$ cat src/core/vpm_pkg.sv
// Constants and carrier types for the virtual partition ID map block
package vpm_pkg;

    // ------------------------------------------------------------
    // Access encoding
    // ------------------------------------------------------------
    localparam logic [1:0] OP0_MAP = 2'h3;
    localparam logic [2:0] OP1_MAP = 3'h4;
    localparam logic [3:0] CRN_MAP = 4'ha;
    localparam logic [3:0] CRM_MAP = 4'h6;
    localparam logic [2:0] OP2_MAP_0_3 = 3'h0;
    localparam logic [2:0] OP2_MAP_4_7 = 3'h1;

    // ------------------------------------------------------------
    // Layout and outcome constants
    // ------------------------------------------------------------
    localparam int ENTRY_W = 16;
    localparam int ENTRIES = 8;
    localparam int REG_W = 64;
    localparam int LANES = REG_W / ENTRY_W;
    localparam logic [2:0] MAX_IDX_NONE = 3'h0;
    localparam logic [11:0] MEM_OFS_0_3 = 12'h940;
    localparam logic [11:0] MEM_OFS_4_7 = 12'h948;
    localparam logic [5:0] TRAP_CLASS = 6'h18;

    // Exception levels
    localparam logic [1:0] LVL_USER = 2'h0;
    localparam logic [1:0] LVL_KERNEL = 2'h1;
    localparam logic [1:0] LVL_HYP = 2'h2;
    localparam logic [1:0] LVL_TOP = 2'h3;

    // Outcome of one register access
    typedef enum logic [2:0] {
        RES_NONE = 3'b000,
        RES_OK = 3'b001,
        RES_UNDEF = 3'b010,
        RES_TRAP_HYP = 3'b011,
        RES_TRAP_TOP = 3'b100,
        RES_MEM = 3'b101
    } vpm_res_type;

    // Access request from the core
    typedef struct packed {
        logic valid;
        logic write;
        logic [1:0] op0;
        logic [2:0] op1;
        logic [3:0] crn;
        logic [3:0] crm;
        logic [2:0] op2;
        logic [63:0] wdata;
    } vpm_req_type;

    // Answer to the core
    typedef struct packed {
        logic done;
        vpm_res_type res;
        logic [5:0] trap_class;
        logic [11:0] mem_ofs;
        logic [63:0] rdata;
    } vpm_rsp_type;

    // Configuration and context levels
    typedef struct packed {
        logic feat_present;
        logic virt_supported_flag;
        logic [2:0] map_reg_max_index;
        logic hyp_enabled;
        logic top_present;
        logic nested_virt_ctrl;
        logic nested_virt_mem_ctrl;
        logic lower_level_trap_bit;
        logic halted;
        logic secure_debug_disable;
        logic kernel_map_enable;
        logic user_map_enable;
        logic guest_follow_bit;
        logic host_kernel_ctrl;
        logic trap_general_ctrl;
        logic [7:0] entry_valid_bits;
        logic [1:0] current_level;
    } vpm_ctx_type;

    // Label lookup result
    typedef struct packed {
        logic [15:0] partition_id;
        logic invalid;
        logic mapped;
    } vpm_lbl_type;

    // Whole module state
    typedef struct packed {
        logic [ENTRIES-1:0][ENTRY_W-1:0] phys_id_entry;
        vpm_rsp_type rsp;
        vpm_lbl_type lbl;
    } vpm_state_type;

endpackage

$ cat src/core/vpm_map.sv
// Virtual partition ID map registers, access checks and label translation
`timescale 1ns/1ns
`default_nettype none

// ------------------------------------------------------------
// Virtual partition ID map
// ------------------------------------------------------------
// Eight 16-bit physical IDs in two 64-bit registers
// Register accesses answered one edge after taken
// Label lookups answered one edge after taken
// Entry contents carry no meaning after reset
// Trap and undefined outcomes never change an entry
// Mapped lookups past implemented entries flagged invalid
// Outputs straight from the state register
// Existence checked before the level ladder
module vpm_map (
    // Clock and reset
    input wire logic clock_i,
    input wire logic rst_b_i,
    // Register access and context from the core
    input wire vpm_pkg::vpm_req_type req_i,
    input wire vpm_pkg::vpm_ctx_type ctx_i,
    // Label lookup request
    input wire logic lbl_valid_i,
    input wire logic [15:0] lbl_vid_i,
    // Registered answers
    output var vpm_pkg::vpm_rsp_type rsp_o,
    output var vpm_pkg::vpm_lbl_type lbl_o
);

    // ------------------------------------------------------------
    // Helper functions
    // ------------------------------------------------------------

    // Register index exists under present configuration
    function automatic logic reg_exists(input logic idx, input vpm_pkg::vpm_ctx_type c);
        logic ok;
        ok = c.feat_present & c.virt_supported_flag;
        // second register gated by max index
        if (idx) begin
            ok = ok & (c.map_reg_max_index != vpm_pkg::MAX_IDX_NONE);
        end
        return ok;
    endfunction

    // Trap to top level, or undefined when halted without debug
    function automatic vpm_pkg::vpm_res_type top_trap(input vpm_pkg::vpm_ctx_type c);
        if (c.halted && c.secure_debug_disable) begin
            return vpm_pkg::RES_UNDEF;
        end
        return vpm_pkg::RES_TRAP_TOP;
    endfunction

    // Entry slot addressed by register index and lane
    function automatic logic [2:0] lane_entry(input logic idx, input int lane);
        // low lane holds lowest ID
        // Lane picks the entry inside the register
        return {idx, lane[1:0]};
    endfunction

    // Virtual ID has an implemented entry
    function automatic logic id_in_range(input logic [15:0] vid, input vpm_pkg::vpm_ctx_type c);
        logic ok;
        // Above the second register nothing is implemented
        ok = (vid < 16'(vpm_pkg::ENTRIES));
        // second register absent when max index zero
        if (vid >= 16'(vpm_pkg::LANES)) begin
            ok = ok & (c.map_reg_max_index != vpm_pkg::MAX_IDX_NONE);
        end
        return ok;
    endfunction

    // Outcome is a trap of either kind
    function automatic logic is_trap(input vpm_pkg::vpm_res_type r);
        // Either trap carries the syndrome class
        return (r == vpm_pkg::RES_TRAP_HYP) || (r == vpm_pkg::RES_TRAP_TOP);
    endfunction

    // ------------------------------------------------------------
    // State
    // ------------------------------------------------------------
    // Whole state is one packed struct
    vpm_pkg::vpm_state_type state_q; // Registered state
    vpm_pkg::vpm_state_type state_d; // Next state

    // Access decode terms
    logic hit; // Encoding matches a map register
    logic idx; // Which register
    logic lower_trap; // Lower-level trap active
    vpm_pkg::vpm_res_type res; // Access outcome

    // Lookup terms
    logic use_kernel; // Label drawn from kernel source
    logic map_on; // Mapping applies to this lookup
    logic in_range; // Virtual ID has an implemented entry

    // ------------------------------------------------------------
    // Next-state logic
    // ------------------------------------------------------------

    // Access decode, permission checks, lookups
    always_comb begin
        // Hold state; pulse fields drop unless set below
        state_d = state_q;
        state_d.rsp.done = 1'b0;
        state_d.rsp.res = vpm_pkg::RES_NONE;
        state_d.rsp.trap_class = '0;
        state_d.rsp.mem_ofs = '0;
        // Lookup flags stand for one cycle only
        state_d.lbl.mapped = 1'b0;
        state_d.lbl.invalid = 1'b0;

        // --------------------------------------------------------
        // Register access decode
        // --------------------------------------------------------

        hit = (req_i.op0 == vpm_pkg::OP0_MAP) && (req_i.op1 == vpm_pkg::OP1_MAP)
            && (req_i.crn == vpm_pkg::CRN_MAP) && (req_i.crm == vpm_pkg::CRM_MAP)
            && ((req_i.op2 == vpm_pkg::OP2_MAP_0_3) || (req_i.op2 == vpm_pkg::OP2_MAP_4_7));
        // Op2 picks one of the two registers
        idx = (req_i.op2 == vpm_pkg::OP2_MAP_4_7);
        // lower trap needs the top level present
        lower_trap = ctx_i.top_present & ctx_i.lower_level_trap_bit;
        // Safe default for any path left open
        res = vpm_pkg::RES_UNDEF;

        // --------------------------------------------------------
        // Permission ladder by level
        // --------------------------------------------------------

        // absent register undefined at every level
        if (!reg_exists(idx, ctx_i)) begin
            res = vpm_pkg::RES_UNDEF;
        end else begin
            // Present register: outcome by current level
            case (ctx_i.current_level)
                vpm_pkg::LVL_USER: begin
                    res = vpm_pkg::RES_UNDEF;
                end
                // Kernel depends on nested controls
                vpm_pkg::LVL_KERNEL: begin
                    if (ctx_i.hyp_enabled && ctx_i.nested_virt_mem_ctrl
                        && ctx_i.nested_virt_ctrl) begin
                        res = vpm_pkg::RES_MEM;
                    end else if (ctx_i.hyp_enabled && ctx_i.nested_virt_ctrl) begin
                        res = lower_trap ? top_trap(ctx_i) : vpm_pkg::RES_TRAP_HYP;
                    end else begin
                        res = vpm_pkg::RES_UNDEF;
                    end
                end
                vpm_pkg::LVL_HYP: begin
                    res = lower_trap ? top_trap(ctx_i) : vpm_pkg::RES_OK;
                end
                vpm_pkg::LVL_TOP: begin
                    res = vpm_pkg::RES_OK;
                end
                // Unreachable with a two-bit level
                default: begin
                    res = vpm_pkg::RES_UNDEF;
                end
            endcase
        end

        // --------------------------------------------------------
        // Access answer and register update
        // --------------------------------------------------------

        // One answer per decoded access
        if (req_i.valid && hit) begin
            // Done and outcome stand one cycle
            state_d.rsp.done = 1'b1;
            state_d.rsp.res = res;
            if (is_trap(res)) begin
                state_d.rsp.trap_class = vpm_pkg::TRAP_CLASS;
            end
            // memory offset of the addressed register
            if (res == vpm_pkg::RES_MEM) begin
                state_d.rsp.mem_ofs = idx ? vpm_pkg::MEM_OFS_4_7 : vpm_pkg::MEM_OFS_0_3;
            end
            // Refused outcomes leave every entry alone
            if (res == vpm_pkg::RES_OK) begin
                // whole 64-bit access, low ID in low lane
                if (req_i.write) begin
                    // Write all four lanes at once
                    for (int i = 0; i < vpm_pkg::LANES; i++) begin
                        state_d.phys_id_entry[lane_entry(idx, i)] =
                            req_i.wdata[i*vpm_pkg::ENTRY_W +: vpm_pkg::ENTRY_W];
                    end
                end else begin
                    // Read data stands until the next read
                    for (int i = 0; i < vpm_pkg::LANES; i++) begin
                        state_d.rsp.rdata[i*vpm_pkg::ENTRY_W +: vpm_pkg::ENTRY_W] =
                            state_q.phys_id_entry[lane_entry(idx, i)];
                    end
                end
            end
        end

        // --------------------------------------------------------
        // Label source and map enable
        // --------------------------------------------------------

        use_kernel = (ctx_i.current_level == vpm_pkg::LVL_KERNEL)
            || (ctx_i.guest_follow_bit && !ctx_i.trap_general_ctrl);
        if (use_kernel) begin
            // Kernel source follows the kernel enable
            map_on = ctx_i.kernel_map_enable;
        end else begin
            // User source follows the user enable
            map_on = ctx_i.user_map_enable
                && !(ctx_i.host_kernel_ctrl && ctx_i.trap_general_ctrl);
        end
        map_on = map_on && ctx_i.hyp_enabled;
        map_on = map_on && ctx_i.feat_present && ctx_i.virt_supported_flag;
        // Hypervisor and top level labels pass unmapped
        map_on = map_on && (ctx_i.current_level < vpm_pkg::LVL_HYP);
        // entries past the highest register absent
        in_range = id_in_range(lbl_vid_i, ctx_i);

        // --------------------------------------------------------
        // Label translation
        // --------------------------------------------------------

        // Partition ID holds between lookups
        if (lbl_valid_i) begin
            // Unmapped lookups pass the ID through
            state_d.lbl.partition_id = lbl_vid_i;
            if (map_on) begin
                state_d.lbl.mapped = 1'b1;
                if (in_range) begin
                    state_d.lbl.partition_id = state_q.phys_id_entry[lbl_vid_i[2:0]];
                    state_d.lbl.invalid = !ctx_i.entry_valid_bits[lbl_vid_i[2:0]];
                end else begin
                    state_d.lbl.invalid = 1'b1;
                end
            end
        end
    end

    // ------------------------------------------------------------
    // Registers
    // ------------------------------------------------------------

    // entries reset to zero; software must not rely on it
    always_ff @(posedge clock_i or negedge rst_b_i) begin
        // Asynchronous clear, active low
        if (!rst_b_i) begin
            // Clear all state
            state_q <= '0;
        end else begin
            // Take next state
            state_q <= state_d;
        end
    end

    // Outputs straight from the state register
    assign rsp_o = state_q.rsp;
    assign lbl_o = state_q.lbl;

endmodule // vpm_map
`default_nettype wire

$ cat config.mk
export PLATFORM = sky130hd
export DESIGN_NAME = vpm_map
export DESIGN_NICKNAME = d
export VERILOG_FILES = /design/src/core/vpm_pkg.sv /design/src/core/vpm_map.sv
export SDC_FILE = /design/constraint.sdc
export NUM_CORES = 1
export LEC_CHECK = 0
export ABC_AREA = 1
export BUFFER_PORTS_ARGS = -buffer_cell sky130_fd_sc_hd__buf_2
export CAP_MARGIN = 5
export CORE_UTILIZATION = 55
export DETAILED_ROUTE_END_ITERATION = 16
export HOLD_SLACK_MARGIN = 0.03
export PLACE_DENSITY = 0.89
export SETUP_SLACK_MARGIN = 0.1
export SLEW_MARGIN = 40
export SYNTH_ARGS = -nofsm -noshare
export SYNTH_HDL_FRONTEND = slang
export SYNTH_SLANG_ARGS = --single-unit
$ cat constraint.sdc
create_clock -name clock_i -period 1.4 [get_ports clock_i]
set_clock_uncertainty 0.1 [all_clocks]
set_input_delay 0.35 -clock clock_i [delete_from_list [all_inputs] [get_ports clock_i]]
set_output_delay 0.35 -clock clock_i [all_outputs]
set_load 0.01 [all_outputs]
==> results of run 1 <==
## metrics by stage
step | util, % | hold WS, ns | setup TNS (ns) | instance area (um2) | std cells
2_1_floorplan | - | -0.04559 | -33.84 | 12280 | 1586
3_3_place_gp | 64.26 | 0.1582 | -110.09 | 13640 | 2000
3_5_place_dp | 64.26 | 0.1642 | -124.47 | 13640 | 2000
4_1_cts | 82.92 | 0.03190 | -17.01 | 17600 | 2233
## per-layer routing
metal	GRT usage, %	overflow
met4	83.38	67
met2	94.44	56
met1	81.27	1
met3	72.50	5
met5	49.77	1
## what timing repair did
action / 4_1_cts
setup endpoints to repair: 299
pin swaps: 30
endpoints found under the hold margin: 321
hold buffers: 58
cloned: 38
setup buffers: 97
gates resized for setup: 222
## kinds of logic after synthesis
family,Yosys count,synth area share (%)
other cells,1,0.03116
flops,217,45.12
buf+inv,271,13.94
simple gates,936,33.76
compound gates,150,7.143
==> results.cfg, run 1 <==
[synthesis]
synth_flop_cell = dfrtp_1
synthTopCellsByArea = dfrtp_1, nand2_1, buf_4
ys_seq_area_share_pct = 45.12
synthCells = 1575
yosysTopAreaCellShare_pct = 45.12
synth_area_leader_cell = dfrtp_1
avgSynthCellArea_um2 = 7.641
synth_seq_cells = 217
yosysMostFrequentCell = nand2_1
synth_cell_types = 31
netlist_area_um2 = 12030
async_flop_share_pct = 100.0
yosys_warnings = 0
ys_top_cells_by_count = nand2_1, dfrtp_1, nand4_1
synth_edf_count = 0

[die]
die_y_um = 149.9
die_w_um = 149.9
pin_count = 232
initial_core_util_pct = 56.71
rows = 53

[timing]
worst-ep-kind = sequential cell input
grt_worst_setup_endpoint = lbl_o[9]$_DFFE_PN0P_/D

[clock_network]
cts_root_buffer = clkbuf_16
h-tree-depth = 1
clock_sinks = 217
numCtsBuffers = 22
clock_path_buffers = 3

[placement]
dp_hpwl_um = 26730
gp_congestion = 0.9817
numPortBuffers = 219
post-place-ws_ns = -0.7104

[global_route]
grt_max_degree = 54
grt_overflow = 130
grt_usage_pct = 82.50

[outcome]
firstError = [ERROR GRT-0232] Routing congestion too high. Check the congestion heatmap in the GUI.
haltStage = global routing (5_1_grt)
outcome = stopped before the end
==> run 2: changes to the inputs <==
- CORE_UTILIZATION: 55 -> 40
- HOLD_SLACK_MARGIN: 0.03 -> not set
- PLACE_DENSITY: 0.89 -> not set
- PLACE_DENSITY_LB_ADDON: not set -> 0.15
- SETUP_SLACK_MARGIN: 0.1 -> not set
==> run 2 against run 1 <==
Net effect:
- the flow now finishes, with violations (DRC, setup timing)
- synthesized cell count unchanged
- synthesized area unchanged
==> results.cfg, run 2 <==
[synthesis]
yosysMostFrequentCell = nand2_1
ys_top_cells_by_count = nand2_1, dfrtp_1, nand4_1
yosys_warnings = 0
ys_seq_area_share_pct = 45.12
netlist_area_um2 = 12030
synth_seq_cells = 217
async_flop_share_pct = 100.0
yosysTopAreaCellShare_pct = 45.12
synthTopCellsByArea = dfrtp_1, nand2_1, buf_4
synthCells = 1575
synth_area_leader_cell = dfrtp_1
synth_edf_count = 0
avgSynthCellArea_um2 = 7.641
synth_cell_types = 31
synth_flop_cell = dfrtp_1

[timing]
setup_slack_ns = -0.1929
final_hold_viol_count = 0
clock.fmax_mhz = 627.8
finalSetupViolCount = 279
timing.final.crit_period_ns = 1.593
slew_viol_final = 0
min_period_over_period_pct = 113.8
rsz0062_at_grt = true

[pwr]
vdd_ir_drop_max_mv = 0.8049
leakagePower_nw = 9.503
p_total_mw = 15.10
power_density_nw_per_um2 = 813.2

[layout]
area_delta_synth_final_pct = 54.25
nFillCells = 2512
final_cell_mix = nand2_1, dfrtp_1, buf_2, buf_4, nand2_2
final_cell_area_um2 = 18560
drive_gt1_share_pct = 44.46
largest_reg_flops = 128
top_register = state_q
finalNetCount = 2079
final_common_cell = nand2_1

[setup_path]
path_class = register to primary output
crit_path_cell_trace = buf_2
cp_top_family = flip-flops
worstPathBufferInverterCount = 1
max_stage_delay_ns = 0.44
worstPathArrival_ns = 1.14
crit_path_max_fanout = 2
end_kind = primary output
start_kind = register
cp_slowest_cell = dfrtp_1
cp.required_ns = 0.95

[detailed_routing]
firstDrtPassIters = 13
drcViolationCount = 2
vias = 12640
routed_via_density = 5.364
antenna_left = 0
wl_per_cell_um = 20.22
drtIter0Drc = 1120
finalWirelength_um = 47660

[die]
initial_core_util_pct = 40.60
rows = 63
die_y_um = 175.5
dieArea_um2 = 30780
die_w_um = 175.5
pin_count = 232
core_um2 = 29640

[placement]
gp_congestion = 0.8632
numPortBuffers = 219
dp_hpwl_um = 28250
placed_area_um2 = 13780

[global_route]
grt_overflow = 0
grt_usage_pct = 28.10
grt_pass1_wl_um = 66460
grt_max_degree = 69
antenna_found_initial = 2
grt_pass1_vias = 11470

[clock_network]
clock_path_buffers = 3
h-tree-depth = 1
clock_sinks = 217
tritoncts = yes
clk_latency_ns = 0.53
cts_root_buffer = clkbuf_16
numCtsBuffers = 25
path_clk_slew_ns = 0.06

[outcome]
outcome = complete, but fails checks
violations = DRC, setup timing

[flow_run]
drv_cap = 0

[worst_hold_path]
min_path_type = input pin to register
-- run 2: cell counts after synthesis --
Identical to the previous run, type by type.
-- run 2: logic make-up (layout without fill, tap and decap cells) --
group	Yosys count	in the layout	synth area share, %
AO/OA/AOI/OAI	150	150	7.143
flip-flops	217	217	45.12
buffers and inverters	271	650	13.94
other	1	13	0.03116
AND/OR/NAND/NOR	936	937	33.76
-- run 2: layout make-up --
cell class | count | area (um2) | share of cell area, %
Antenna cell | 1 | 2.502 | 0.01348
Clock buffer | 33 | 695.7 | 3.748
Clock inverter | 9 | 148.9 | 0.8021
Inverter | 50 | 193.9 | 1.045
Multi-Input combinational cell | 1099 | 6369 | 34.31
Sequential cell | 217 | 5430 | 29.25
Tap cell | 390 | 488.0 | 2.629
Timing Repair Buffer | 558 | 5235 | 28.20
-- run 2: worst paths after layout --
check	startpoint	endpoint	slack [ns]	depth (start not counted)
max	rsp_o[55]$_DFFE_PN0P_	rsp_o[55]	-0.19	1
min	req_i[46]	state_q[214]$_DFFE_PN0P_	0.007	3
max reg2reg	state_q[128]$_DFFE_PN0P_	lbl_o[10]$_DFFE_PN0P_	-0.06	9
min reg2reg	state_q[226]$_DFFE_PN0P_	state_q[226]$_DFFE_PN0P_	0.38	2
max in group asynchronous	rst_b_i	state_q[121]$_DFFE_PN0P_	0.44	3
min in group asynchronous	rst_b_i	rsp_o[10]$_DFFE_PN0P_	0.23	2
-- run 2: through the flow --
step	hold slack, ns	worst slack (ns)	TNS (ns)	instances	utilization [%]
after floorplan	-0.04559	-0.2043	-34.09	1586	-
after global placement	0.1855	-0.6025	-112.75	2130	46.50
after detailed placement	0.1859	-0.6487	-122.89	2130	46.50
after CTS	0.00009071	-0.1610	-18.77	2299	56.50
after global routing	0.002947	-0.2270	-34.10	2357	62.63
final	0.007374	-0.1929	-16.81	2357	62.63
-- run 2: timing repair --
item | CTS | global route
hold endpoints to repair | 274 | 0
gates resized for setup | 193 | 319
setup endpoints to repair | 293 | 301
setup buffers | 60 | 36
pin swaps | 37 | 79
hold buffers | 46 | 0
cloned | 21 | 29
-- run 2: worst reg2reg max path, delay by kind of cell, from the launching register on --
family / cells / cell delay (ns)
AOI/OAI and AO/OA: 3 / 0.30
and+or+nand+nor: 5 / 0.42
DFF: 1 / 0.38
buffers and inverters: 1 / 0.15
-- run 2: power breakdown --
group          internal, mW  total (mW)  leakage, nW  switching [mW]
clock                  4.20        6.92        0.418            2.72
combinational         0.827        1.84         6.08            1.01
sequential             6.31        6.34         3.00          0.0232
-- run 2: per-layer routing --
metal | vias to the layer above | share of wire [%] | global-route usage, %
met1 | 6116 | 44 | 40.50
met5 | - | 0.021 | 0
met2 | 595 | 45 | 43.17
li1 | 5850 | - | -
met4 | 2 | 3.1 | 10.40
met3 | 79 | 7.7 | 3.442
(Power assumes the default switching activity.)
==> run 3: changes to the inputs <==
- CTS_BUF_LIST: not set -> sky130_fd_sc_hd__clkbuf_8
==> run 3 against run 2 <==
Net effect:
- the flow still finishes with violations (DRC, setup timing)
- sequential share of layout area shrank 1.4 points
- clock-buffer cell count grew 24
- register-to-register slack gained 0.04 ns
- non-clock buffer count grew 51
- final cell count grew 3.2%
- utilization grew 3.0 points
- final area grew 4.8%
- power shrank 0.36%
- critical endpoint is now rsp_o[47]
- largest cell class unchanged
==> results.cfg, run 3 (synthesis gave the netlist of run 2 again) <==
[outcome]
outcome = complete, but fails checks
violations = DRC, setup timing

[setup_path]
cp_top_family = flip-flops
max_stage_delay_ns = 0.43
cp_slowest_cell = dfrtp_1
start_kind = register
r2r_cells = 9
crit_path_max_fanout = 2
path_class = register to primary output
worstPathArrival_ns = 1.15
cp.required_ns = 0.95
crit_path_cell_trace = buf_2
end_kind = primary output
worst-path-stages = 1
worstPathBufferInverterCount = 1

[die]
rows = 63
die_y_um = 175.5
die_w_um = 175.5
dieArea_um2 = 30780
initial_core_util_pct = 40.60
core_um2 = 29640
pin_count = 232

[timing]
rsz0062_at_grt = true
setup_tns_ns = -24.51
final_hold_viol_count = 0
holdWs_ns = 0.01007
min_period_over_period_pct = 114.3
clock.fmax_mhz = 625.2
finalSetupViolCount = 286
timing.final.crit_period_ns = 1.600
setup_slack_ns = -0.1996
slew_viol_final = 0

[worst_hold_path]
hold_depth = 3
min_path_type = input pin to register

[detailed_routing]
drcViolationCount = 2
antenna_left = 0
finalWirelength_um = 49600
vias = 13080
drtIter0Drc = 1225
firstDrtPassIters = 12
routed_via_density = 5.376
wl_per_cell_um = 20.38

[placement]
gp_congestion = 0.8632
numPortBuffers = 219
dp_hpwl_um = 28250
post-place-ws_ns = -0.6487
placed_area_um2 = 13780
placed_cells = 2130

[layout]
final_common_cell = nand2_1
fin_cells = 2433
drive_gt1_share_pct = 45.23
final_cell_mix = nand2_1, dfrtp_1, buf_4, buf_2, nand2_2
final_cell_area_um2 = 19460
top_register = state_q
n_antenna_cell = 0
final_core_util_pct = 65.67
largest_reg_flops = 128
finalNetCount = 2143
nFillCells = 2397
area_delta_synth_final_pct = 61.73

[global_route]
grt_usage_pct = 30.66
antenna_found_initial = 1
grt_use_met1_pct = 42.16
grt_pass1_vias = 12250
grt_use_met3_pct = 6.948
grt_most_used_layer = met2
met2_usage_pct = 46.81
grt_pass1_wl_um = 71550
grt_overflow = 0
grt_max_degree = 69

[clock_network]
numCtsBuffers = 39
h-tree-depth = 2
clk_latency_ns = 0.55
path_clk_slew_ns = 0.07
tritoncts = yes
cts_root_buffer = clkbuf_8
clock_sinks = 217
clock_path_buffers = 3

[pwr]
leakagePower_nw = 9.975
p_total_mw = 15.04
vdd_ir_drop_max_mv = 0.4506
power_density_nw_per_um2 = 772.9

[flow_run]
drv_cap = 0
run 3: cell count changes in the layout (fill, tap and decap cells not counted), moves of 11 or more:
cell / before / now
buf_6: 36 / 47
nand2_4: 91 / 71
nand2_2: 161 / 140
nand3_1: 53 / 28
buf_12: 38 / 54
nand3_2: 30 / 50
clkbuf_16: 45 / 12
clkbuf_8: 4 / 57
buf_16: 20 / 36
nand2_1: 388 / 429
run 3: layer usage:
metal | share of wire [%] | wire [um]
met2 | 46 | 22650
met1 | 42 | 21020
met5 | 0.026 | 13
met4 | 3.2 | 1578
met3 | 8.7 | 4338
run 3: path summary, 6_finish.rpt:
| path | start | end | slack (ns) |
|---|---|---|---|
| setup / recovery | rsp_o[47]$_DFFE_PN0P_ | rsp_o[47] | -0.20 |
| hold / removal | req_i[8] | state_q[112]$_DFFE_PN0P_ | 0.01 |
| setup reg to reg | state_q[128]$_DFFE_PN0P_ | lbl_o[10]$_DFFE_PN0P_ | -0.02 |
| hold reg to reg | rsp_o[37]$_DFFE_PN0P_ | rsp_o[37]$_DFFE_PN0P_ | 0.37 |
| max in group asynchronous | rst_b_i | state_q[129]$_DFFE_PN0P_ | 0.41 |
| min in group asynchronous | rst_b_i | rsp_o[6]$_DFFE_PN0P_ | 0.22 |
run 3: layout make-up:
| cell class | count | area (um2) | area share [%] |
|---|---|---|---|
| clock buffers | 57 | 784.5 | 4.031 |
| clock inverters | 12 | 100.1 | 0.5143 |
| inverters | 50 | 193.9 | 0.9965 |
| multi-input cells | 1098 | 6326 | 32.50 |
| flip-flops and latches | 217 | 5430 | 27.90 |
| well taps | 390 | 488.0 | 2.507 |
| repair buffers | 609 | 6140 | 31.55 |
run 3: power by group:
group / total [mW] / leakage [nW] / switching (mW) / internal [mW]
logic: 1.97 / 6.48 / 1.05 / 0.923
clock network: 6.74 / 0.489 / 2.79 / 3.94
registers: 6.34 / 3.00 / 0.0235 / 6.31
total: 15.0 / 9.98 / 3.86 / 11.2
run 3: repair_timing:
action / in CTS / in global routing
pin swaps: 136 / 159
hold buffers: 56 / 0
hold endpoints to repair: 308 / 0
setup buffers: 96 / 45
resized for setup: 253 / 294
gates cloned: 45 / 15
setup endpoints to repair: 269 / 299
